<file path="config.mk">
export PLATFORM = sky130hd
export DESIGN_NAME = hardware_config_memory
export DESIGN_NICKNAME = d
export VERILOG_FILES = /design/src/design/hwcfg_pkg.sv /design/src/design/hwcfg_decode.sv /design/src/design/hardware_config_memory.sv
export SDC_FILE = /design/constraint.sdc
export NUM_CORES = 1
export LEC_CHECK = 0
export BUFFER_PORTS_ARGS = -buffer_cell sky130_fd_sc_hd__buf_2
export CAP_MARGIN = 15
export CORE_MARGIN = 2
export CORE_UTILIZATION = 56
export CTS_BUF_LIST = sky130_fd_sc_hd__clkbuf_4
export DETAILED_ROUTE_END_ITERATION = 10
export PLACE_DENSITY = 0.79
export SETUP_SLACK_MARGIN = 0.1
export SYNTH_ARGS = -nofsm -noshare
export SYNTH_HDL_FRONTEND = slang
export SYNTH_SLANG_ARGS = --single-unit
</file>
<file path="constraint.sdc">
create_clock -name CLOCK -period 6.15 [get_ports CLOCK]
set_input_delay 0.615 -clock CLOCK [delete_from_list [all_inputs] [get_ports CLOCK]]
set_output_delay 0.615 -clock CLOCK [all_outputs]
set_load 0.01 [all_outputs]
</file>
<file path="src/design/hwcfg_pkg.sv">
/*
  package for the hardware configuration memory: configuration addresses,
  field positions, fixed bits, reset values and enumerated settings.
  assumes nothing beyond a SystemVerilog compiler.
*/
package hwcfg_pkg;
    // configuration addresses of the three words
    localparam logic [7:0] ADDR_CLOCK_SOURCE_CONFIG = 8'h3d;
    localparam logic [7:0] ADDR_BROWNOUT_CONFIG = 8'h3e;
    localparam logic [7:0] ADDR_MEMORY_ACCESS_CONFIG = 8'h3f;
    // memory access word field positions
    localparam int POS_PROGRAM_ACCESS_SECURITY = 7;
    localparam int POS_PROGRAM_MEMORY_LOCK = 6;
    localparam int POS_RESET_SECTOR_LOCK = 5;
    localparam int POS_BOOT_ROM_ENABLE = 4;
    localparam int POS_WATCHDOG_RESET_ENABLE = 3;
    localparam int POS_DATA_FLASH_SIZE = 0;
    // brownout word field positions
    localparam int POS_BROWNOUT_LEVEL_SELECT = 4;
    localparam int POS_BROWNOUT_DISABLE = 2;
    // clock source word field position
    localparam int POS_CLOCK_SOURCE_SELECT = 0;
    // fixed bits forced on every store
    localparam logic [7:0] MEMORY_ACCESS_FIXED_ONES = 8'h04;
    localparam logic [7:0] BROWNOUT_FIXED_ONES = 8'h0b;
    localparam logic [7:0] CLOCK_SOURCE_WRITABLE = 8'h07;
    // erased (default) contents
    localparam logic [7:0] MEMORY_ACCESS_RESET = 8'hff;
    localparam logic [7:0] BROWNOUT_RESET = 8'hff;
    localparam logic [7:0] CLOCK_SOURCE_RESET = 8'h07;
    // data flash size codes
    localparam logic [1:0] DFLASH_4KB = 2'h0;
    localparam logic [1:0] DFLASH_NONE = 2'h3;
    // highest legal brownout level code
    localparam logic [3:0] BROWNOUT_LEVEL_MAX = 4'h8;
    // clock source codes
    typedef enum logic [2:0] {
        CLK_RESERVED0 = 3'h0,
        CLK_RESERVED1 = 3'h1,
        CLK_RESERVED2 = 3'h2,
        CLK_EXTERNAL = 3'h3,
        CLK_PLL_HF = 3'h4,
        CLK_PLL_LF = 3'h5,
        CLK_OSC_HF = 3'h6,
        CLK_OSC_LF = 3'h7
    } clock_source_t;
endpackage

</file>
<file path="src/design/hwcfg_decode.sv">
/*
  combinational decoder from the latched configuration words to control
  values. assumes the words are stable between resets.
*/
`timescale 1ns/1ps
module hwcfg_decode (
    // latched words
    input wire logic [7:0] mem_word,
    input wire logic [7:0] bo_word,
    input wire logic [7:0] clk_word,
    // device context
    input wire logic serial_program_mode,
    input wire logic large_flash,
    // decoded controls
    output logic pm_write_allow,
    output logic rs_write_allow,
    output logic [1:0] data_flash_size,
    output logic bo_detect_enable,
    output logic bo_level_valid,
    output hwcfg_pkg::clock_source_t clock_source
);
    logic program_memory_lock;
    logic reset_sector_lock;
    logic [1:0] dfs;
    logic [2:0] cs;

    // field decode and mode overrides
    always_comb
    begin
        program_memory_lock = mem_word[hwcfg_pkg::POS_PROGRAM_MEMORY_LOCK];
        reset_sector_lock = mem_word[hwcfg_pkg::POS_RESET_SECTOR_LOCK];
        pm_write_allow = ~program_memory_lock; // [RULE_04]
        // program lock decides; small part treats reset sector as whole memory
        if (program_memory_lock || !large_flash) // [RULE_05] [RULE_07]
        begin
            rs_write_allow = ~program_memory_lock & ~reset_sector_lock;
            if (!large_flash)
            begin
                pm_write_allow = ~program_memory_lock & ~reset_sector_lock;
            end
        end
        else
        begin
            rs_write_allow = ~reset_sector_lock; // [RULE_06]
        end
        dfs = mem_word[hwcfg_pkg::POS_DATA_FLASH_SIZE +: 2];
        // 4kB only exists on the large part
        if (dfs == hwcfg_pkg::DFLASH_4KB && !large_flash) // [RULE_10]
        begin
            data_flash_size = hwcfg_pkg::DFLASH_NONE;
        end
        else
        begin
            data_flash_size = dfs;
        end
        bo_level_valid = bo_word[hwcfg_pkg::POS_BROWNOUT_LEVEL_SELECT +: 4]
            <= hwcfg_pkg::BROWNOUT_LEVEL_MAX; // [RULE_11]
        bo_detect_enable = ~bo_word[hwcfg_pkg::POS_BROWNOUT_DISABLE]
            & ~serial_program_mode; // [RULE_12] [RULE_17]
        cs = clk_word[hwcfg_pkg::POS_CLOCK_SOURCE_SELECT +: 3];
        if (serial_program_mode) // [RULE_16]
        begin
            clock_source = hwcfg_pkg::CLK_OSC_LF;
        end
        else
        begin
            clock_source = hwcfg_pkg::clock_source_t'(cs); // [RULE_13]
        end
    end
endmodule

</file>
<file path="src/design/hardware_config_memory.sv">
/*
  hardware configuration memory: three non-volatile configuration words
  reached by configuration address, written only in serial programming
  mode, read back in user mode, decoded into device controls at reset.
  assumes synchronous inputs on CLOCK and that the nonvolatile array
  contents are modelled by the held words (erased value after power-on).
*/
// What this block does
// RULE_01: writes accepted only in serial programming mode
// RULE_02: user mode reads words by configuration address
// RULE_03: security bit zero blocks programming-mode flash access
// RULE_04: program lock one makes program memory read-only
// RULE_05: program lock overrides reset sector lock
// RULE_06: reset sector lock one protects 4kB sector
// RULE_07: small part: sector lock equals program lock
// RULE_08: boot rom enable maps 1kB boot rom
// RULE_09: watchdog reset enable gates watchdog reset
// RULE_10: two-bit field selects data flash size
// RULE_11: four-bit brownout level, codes above eight reserved
// RULE_12: brownout disable bit turns detection off
// RULE_13: three-bit field selects system clock source
// RULE_14: clock status readable in pll status register
// RULE_15: host holds request pin low through reset
// RULE_16: programming mode forces oscillator low-frequency clock
// RULE_17: programming mode keeps brownout detection off
// RULE_18: settings load at reset, held until next
`timescale 1ns/1ps
module hardware_config_memory (
    // clock and reset
    input wire logic CLOCK,
    input wire logic RST_N,
    // device context
    input wire logic PROGRAM_REQUEST_PIN,
    input wire logic LARGE_FLASH,
    input wire logic MASS_ERASE,
    input wire logic WATCHDOG_TIMEOUT,
    // configuration access port
    input wire logic [7:0] CONFIG_ADDRESS_POINTER,
    input wire logic CFG_WRITE,
    input wire logic [7:0] CFG_WDATA,
    input wire logic CFG_READ,
    output logic [7:0] CFG_RDATA,
    output logic CFG_RVALID,
    // status
    output logic SERIAL_PROGRAM_MODE,
    output logic [7:0] PLL_STATUS_HIGH,
    // decoded controls
    output logic PROGRAM_ACCESS_SECURITY,
    output logic PROGRAM_MEMORY_WRITE_ALLOW,
    output logic RESET_SECTOR_WRITE_ALLOW,
    output logic BOOT_ROM_ENABLE,
    output logic WATCHDOG_RESET,
    output logic [1:0] DATA_FLASH_SIZE,
    output logic [3:0] BROWNOUT_LEVEL_SELECT,
    output logic BROWNOUT_LEVEL_VALID,
    output logic BROWNOUT_DETECT_ENABLE,
    output logic [2:0] CLOCK_SOURCE_SELECT
);
    // nonvolatile words, indexed 0 clock, 1 brownout, 2 memory access
    logic [7:0] nv_r [3];
    logic [7:0] nv_nxt [3];
    logic powered_r;
    logic powered_nxt;
    // shadow copies taken at reset release
    logic [7:0] mem_r;
    logic [7:0] mem_nxt;
    logic [7:0] bo_r;
    logic [7:0] bo_nxt;
    logic [7:0] clk_r;
    logic [7:0] clk_nxt;
    logic spm_r;
    logic spm_nxt;
    logic loaded_r;
    logic loaded_nxt;
    logic locked_r;
    logic locked_nxt;
    // read port
    logic [7:0] rdata_r;
    logic [7:0] rdata_nxt;
    logic rvalid_r;
    logic rvalid_nxt;
    // decoder results
    logic pm_wa;
    logic rs_wa;
    logic [1:0] dfs;
    logic bo_en;
    logic bo_valid;
    hwcfg_pkg::clock_source_t cs;
    // registered outputs
    logic wdr_r;
    logic wdr_nxt;
    logic [7:0] pll_status_high_r;
    logic [7:0] pll_status_high_nxt;
    // decoded control word, bit 0 is the programming mode flag
    logic [15:0] ctl_r;
    logic [15:0] ctl_nxt;

    // index of a configuration address, 3 when unmapped
    function automatic logic [1:0] word_index(input logic [7:0] addr);
        case (addr)
            hwcfg_pkg::ADDR_CLOCK_SOURCE_CONFIG: word_index = 2'h0;
            hwcfg_pkg::ADDR_BROWNOUT_CONFIG: word_index = 2'h1;
            hwcfg_pkg::ADDR_MEMORY_ACCESS_CONFIG: word_index = 2'h2;
            default: word_index = 2'h3;
        endcase
    endfunction

    // fixed bits forced onto a word
    function automatic logic [7:0] fix_word(input logic [1:0] idx, input logic [7:0] d);
        case (idx)
            2'h0: fix_word = d & hwcfg_pkg::CLOCK_SOURCE_WRITABLE;
            2'h1: fix_word = d | hwcfg_pkg::BROWNOUT_FIXED_ONES;
            2'h2: fix_word = d | hwcfg_pkg::MEMORY_ACCESS_FIXED_ONES;
            default: fix_word = 8'h00;
        endcase
    endfunction

    hwcfg_decode u_decode (
        .mem_word(mem_r),
        .bo_word(bo_r),
        .clk_word(clk_r),
        .serial_program_mode(spm_r),
        .large_flash(LARGE_FLASH),
        .pm_write_allow(pm_wa),
        .rs_write_allow(rs_wa),
        .data_flash_size(dfs),
        .bo_detect_enable(bo_en),
        .bo_level_valid(bo_valid),
        .clock_source(cs)
    );

    // nonvolatile store and shadow load
    always_comb
    begin
        for (int i = 0; i < 3; i++)
        begin
            nv_nxt[i] = nv_r[i];
        end
        powered_nxt = 1'b1;
        mem_nxt = mem_r;
        bo_nxt = bo_r;
        clk_nxt = clk_r;
        spm_nxt = spm_r;
        loaded_nxt = 1'b1;
        locked_nxt = locked_r;
        // a power-on flag that is not yet set fills the erased words
        if (powered_r)
        begin
            if (!loaded_r)
            begin
                // capture words and mode once after reset release
                mem_nxt = nv_r[2]; // [RULE_18]
                bo_nxt = nv_r[1];
                clk_nxt = nv_r[0];
                spm_nxt = ~PROGRAM_REQUEST_PIN; // [RULE_15]
                locked_nxt = ~PROGRAM_REQUEST_PIN
                    & ~nv_r[2][hwcfg_pkg::POS_PROGRAM_ACCESS_SECURITY]; // [RULE_03]
            end
            else if (spm_r && MASS_ERASE)
            begin
                locked_nxt = 1'b0;
                nv_nxt[0] = hwcfg_pkg::CLOCK_SOURCE_RESET;
                nv_nxt[1] = hwcfg_pkg::BROWNOUT_RESET;
                nv_nxt[2] = hwcfg_pkg::MEMORY_ACCESS_RESET;
            end
            // writes only land in programming mode; shadows stay put
            else if (CFG_WRITE && spm_r && !locked_r
                && word_index(CONFIG_ADDRESS_POINTER) != 2'h3) // [RULE_01]
            begin
                nv_nxt[word_index(CONFIG_ADDRESS_POINTER)] =
                    fix_word(word_index(CONFIG_ADDRESS_POINTER), CFG_WDATA);
            end
        end
        else
        begin
            nv_nxt[0] = hwcfg_pkg::CLOCK_SOURCE_RESET;
            nv_nxt[1] = hwcfg_pkg::BROWNOUT_RESET;
            nv_nxt[2] = hwcfg_pkg::MEMORY_ACCESS_RESET;
        end
    end

    // read port, pll status and watchdog reset
    always_comb
    begin
        rvalid_nxt = CFG_READ & loaded_r;
        rdata_nxt = rdata_r;
        if (CFG_READ && loaded_r)
        begin
            if (word_index(CONFIG_ADDRESS_POINTER) == 2'h3 || (spm_r && locked_r))
            begin
                rdata_nxt = 8'h00;
            end
            else
            begin
                rdata_nxt = nv_r[word_index(CONFIG_ADDRESS_POINTER)]; // [RULE_02]
            end
        end
        pll_status_high_nxt = {5'h00, cs}; // [RULE_14]
        wdr_nxt = WATCHDOG_TIMEOUT & mem_r[hwcfg_pkg::POS_WATCHDOG_RESET_ENABLE]; // [RULE_09]
        ctl_nxt = {mem_r[hwcfg_pkg::POS_PROGRAM_ACCESS_SECURITY] & ~locked_r, pm_wa, rs_wa,
            mem_r[hwcfg_pkg::POS_BOOT_ROM_ENABLE], dfs, // [RULE_08]
            bo_r[hwcfg_pkg::POS_BROWNOUT_LEVEL_SELECT +: 4], bo_valid, bo_en,
            3'(cs), spm_r};
    end

    // nonvolatile array survives RST_N, only power-on or mass erase fills it
    always_ff @(posedge CLOCK)
    begin
        powered_r <= powered_nxt;
        for (int i = 0; i < 3; i++)
        begin
            nv_r[i] <= nv_nxt[i];
        end
    end

    // reset-scoped state
    always_ff @(posedge CLOCK)
    begin
        if (!RST_N)
        begin
            mem_r <= hwcfg_pkg::MEMORY_ACCESS_RESET;
            bo_r <= hwcfg_pkg::BROWNOUT_RESET;
            clk_r <= hwcfg_pkg::CLOCK_SOURCE_RESET;
            spm_r <= 1'b0;
            loaded_r <= 1'b0;
            locked_r <= 1'b0;
            rdata_r <= 8'h00;
            rvalid_r <= 1'b0;
            pll_status_high_r <= 8'h00;
            wdr_r <= 1'b0;
            ctl_r <= 16'h0000;
        end
        else
        begin
            mem_r <= mem_nxt;
            bo_r <= bo_nxt;
            clk_r <= clk_nxt;
            spm_r <= spm_nxt;
            loaded_r <= loaded_nxt;
            locked_r <= locked_nxt;
            rdata_r <= rdata_nxt;
            rvalid_r <= rvalid_nxt;
            pll_status_high_r <= pll_status_high_nxt;
            wdr_r <= wdr_nxt;
            ctl_r <= ctl_nxt;
        end
    end

    // decoded control outputs straight from the control register
    assign PROGRAM_ACCESS_SECURITY = ctl_r[15];
    assign PROGRAM_MEMORY_WRITE_ALLOW = ctl_r[14];
    assign RESET_SECTOR_WRITE_ALLOW = ctl_r[13];
    assign BOOT_ROM_ENABLE = ctl_r[12];
    assign DATA_FLASH_SIZE = ctl_r[11:10];
    assign BROWNOUT_LEVEL_SELECT = ctl_r[9:6];
    assign BROWNOUT_LEVEL_VALID = ctl_r[5];
    assign BROWNOUT_DETECT_ENABLE = ctl_r[4];
    assign CLOCK_SOURCE_SELECT = ctl_r[3:1];
    assign SERIAL_PROGRAM_MODE = ctl_r[0];
    assign CFG_RDATA = rdata_r;
    assign CFG_RVALID = rvalid_r;
    assign PLL_STATUS_HIGH = pll_status_high_r;
    assign WATCHDOG_RESET = wdr_r;
endmodule

</file>
==> results.py <==
metrics = {
    "cts": {
        "clkTransAtPathRegs_ps": 100,
        "cts_resized": 0,
        "cts_tree": "done",
        "cts.path.max_buffers": 2,
        "cts_root_buffer": "clkbuf_4",
        "clkSinkCount": 68,
        "cts_buffers": 9,
        "clock_latency_ps": 410,
        "ctsHoldBuffers": 0,
        "h-tree-depth": 3,
        "post_cts_buffers": 0,
    },
    "power_and_ir_drop": {
        "p_leak_uw": 0.00135,
        "power_frac_clock": 0.333,
        "peakVddDrop_mv": 0.144,
        "power_density_mw_per_mm2": 260,
        "comb_power_share": 0.081,
        "power_frac_seq": 0.586,
        "p_int_uw": 631,
        "switching_share": 0.237,
        "p_switching_uw": 197,
    },
    "synth": {
        "synth-edff-count": 24,
        "syn_area_per_cell_um2": 11.0,
        "ys_ff_latch": 68,
        "synth_ff_type": "dfxtp_1",
        "ys_seq_area_frac": 0.565,
        "syn_inst": 258,
        "ys_async_sr_fraction": 0,
        "netlist_area_mm2": 0.00283,
        "synth_cell_type_count": 40,
        "ys_warn_count": 0,
    },
    "global_routing": {
        "antenna_found_initial": 0,
        "grt_use_total": 0.219,
        "grt_overflow_total": 0,
        "grt_pass1_wl_um": 8960,
        "grt_max_degree": 37,
        "first_global_vias": 1829,
    },
    "route": {
        "wl_per_cell_um": 14.5,
        "wl_um": 5430,
        "vias": 2022,
        "drt_iter0_markers": 140,
        "drc": 0,
        "detail_route.vias_per_cell": 5.38,
        "ant_nets": 0,
        "drt-pass1-iter-count": 4,
    },
    "placed_design": {
        "place_hpwl_um": 3820,
        "numPortBuffers": 52,
        "gp_congestion": 0.837,
    },
    "sta": {
        "hold_viol_final": 0,
        "finalCritPeriodShare": 0.388,
        "fin_skew_ps": 12.7,
        "tightest_slew_ps": 629,
        "tns_ps": 0,
        "max_freq_mhz": 419,
        "fin_crit_ps": 2390,
        "slew_headroom": 0.581,
        "slew_viol_final": 0,
        "holdWs_ps": 428,
        "setup_viol": 0,
        "rsz0062_at_grt": "false",
    },
    "final_layout": {
        "seq_area_mm2": 0.00160,
        "n_fill_cell": 380,
        "antenna_cells": 0,
        "layout.nets": 328,
        "multi_input_area_mm2": 0.00108,
        "drive_gt1_frac": 0.265,
        "area_growth_pct": 12.2,
    },
    "worst_setup_path": {
        "cp_max_fo": 15,
        "cp.required_ps": 6270,
        "crit_type": "in2reg",
        "arrival_ps": 2510,
        "cp-start-kind": "input port",
        "critPathCaptureType": "flop",
    },
    "die": {
        "io_pins": 58,
        "rows": 25,
        "dieArea_mm2": 0.00564,
        "die_x_um": 75.1,
        "initial_core_util": 0.592,
        "fp.dieH_um": 75.1,
        "coreArea_mm2": 0.00479,
    },
    "flow_run": {
        "maxCapViolations": 0,
    },
    "outcome": {
        "status": "complete, no violations",
    },
    "hold_path": {
        "hold_path_class": "reg2reg",
    },
}
## per-layer routing
layer	wire length, µm	vias to the layer above	track usage
li1	-	999	-
met1	2460	915	0.296
met2	2420	92	0.326
met3	402	16	0.0495
met4	158	0	0.121
met5	0	-	0
## state kept, by name, summed over array words and instances, names as in the netlist
| name | flops |
|---|---|
| mem_r | 7 |
| locked_r | 1 |
| loaded_r | 1 |
| clk_r | 3 |
| bo_r | 5 |
| CFG_RVALID | 1 |
| PLL_STATUS_HIGH | 2 |
| CFG_RDATA | 8 |
| spm_r | 1 |
| ctl_r | 14 |
| nv_r | 24 |
| WATCHDOG_RESET | 1 |
## cells by family after synthesis
logic type	count (synthesis)	synth area share
compound gates	41	0.0888
flops	68	0.565
simple gates	97	0.189
buf+inv	25	0.0601
mux	26	0.0954
other cells	1	0.00132
## cell usage after synthesis (all sizes together) (2+ instances only)
library cell / number / area share
dfxtp: 44 / 0.31
nand2: 27 / 0.036
nand3: 25 / 0.049
edfxtp: 24 / 0.25
o21ai: 22 / 0.039
buf: 19 / 0.052
mux2i: 18 / 0.064
nor2: 12 / 0.016
and2: 10 / 0.023
a22oi: 8 / 0.021
mux2: 8 / 0.032
and3: 7 / 0.015
o21a: 5 / 0.013
clkbuf: 4 / 0.0057
or3: 3 / 0.0066
a21oi: 2 / 0.0035
inv: 2 / 0.0027
nand4: 2 / 0.012
nor2b: 2 / 0.0044
## critical path, cell delays in order
cell       delay, ps
buf_2            100
and4bb_1         660
o2111ai_1        230
a21oi_2          550
buf_4            330
## layout make-up
| type | count | share of cell area |
|---|---|---|
| Clock inverter | 6 | 0.0173 |
| Tap cell | 67 | 0.0264 |
| Inverter | 2 | 0.00236 |
| Clock buffer | 10 | 0.0236 |
| Multi-Input combinational cell | 169 | 0.340 |
| Timing Repair Buffer | 54 | 0.0866 |
| Sequential cell | 68 | 0.504 |
## cell usage in the layout, fill, tap and decap left out, types with 3 or more instances in the layout
cell | Yosys | routed
or3_1 | 3 | 3
mux2_2 | 8 | 8
o21ai_1 | 9 | 9
a22oi_1 | 8 | 8
conb_1 | 1 | 5
o21a_1 | 5 | 5
and2_1 | 9 | 9
nand3_1 | 24 | 24
mux2i_1 | 18 | 18
o21ai_0 | 13 | 13
nor2_1 | 12 | 12
nand2_1 | 27 | 27
and3_1 | 7 | 7
edfxtp_1 | 24 | 24
clkbuf_4 | 0 | 10
buf_2 | 3 | 52
dfxtp_1 | 44 | 44
## through the flow
stage	instances	total power, µW	area (µm²)	setup WS, ps	utilization
after global routing	376	860	3180	3630	0.664
after floorplan	262	543	2850	3360	-
after global placement	360	560	3050	3380	0.637
after CTS	376	834	3180	3770	0.664
final	376	828	3180	3760	0.664
after detailed placement	360	562	3050	3320	0.637
## power by group through the flow
stage | clock network, µW | logic, µW | registers [µW]
2_1_floorplan | 0 | 45.9 | 497
3_3_place_gp | 0 | 65.2 | 495
3_5_place_dp | 0 | 66.6 | 495
4_1_cts | 282 | 67.0 | 485
5_1_grt | 298 | 74.9 | 487
6_report | 276 | 66.7 | 485
## path summary, 6_finish.rpt
kind                                           startpoint         end  slack (ps)  cells after the start
worst min register to register                    bo_r[2]    ctl_r[4]         430                      1
worst max register to register                   loaded_r  nv_r[0][4]        4260                      4
worst max-delay path            CONFIG_ADDRESS_POINTER[6]  nv_r[0][4]        3760                      5
worst min-delay path                              bo_r[2]    ctl_r[4]         430                      1
No activity file was read; power rests on OpenSTA's default activity.
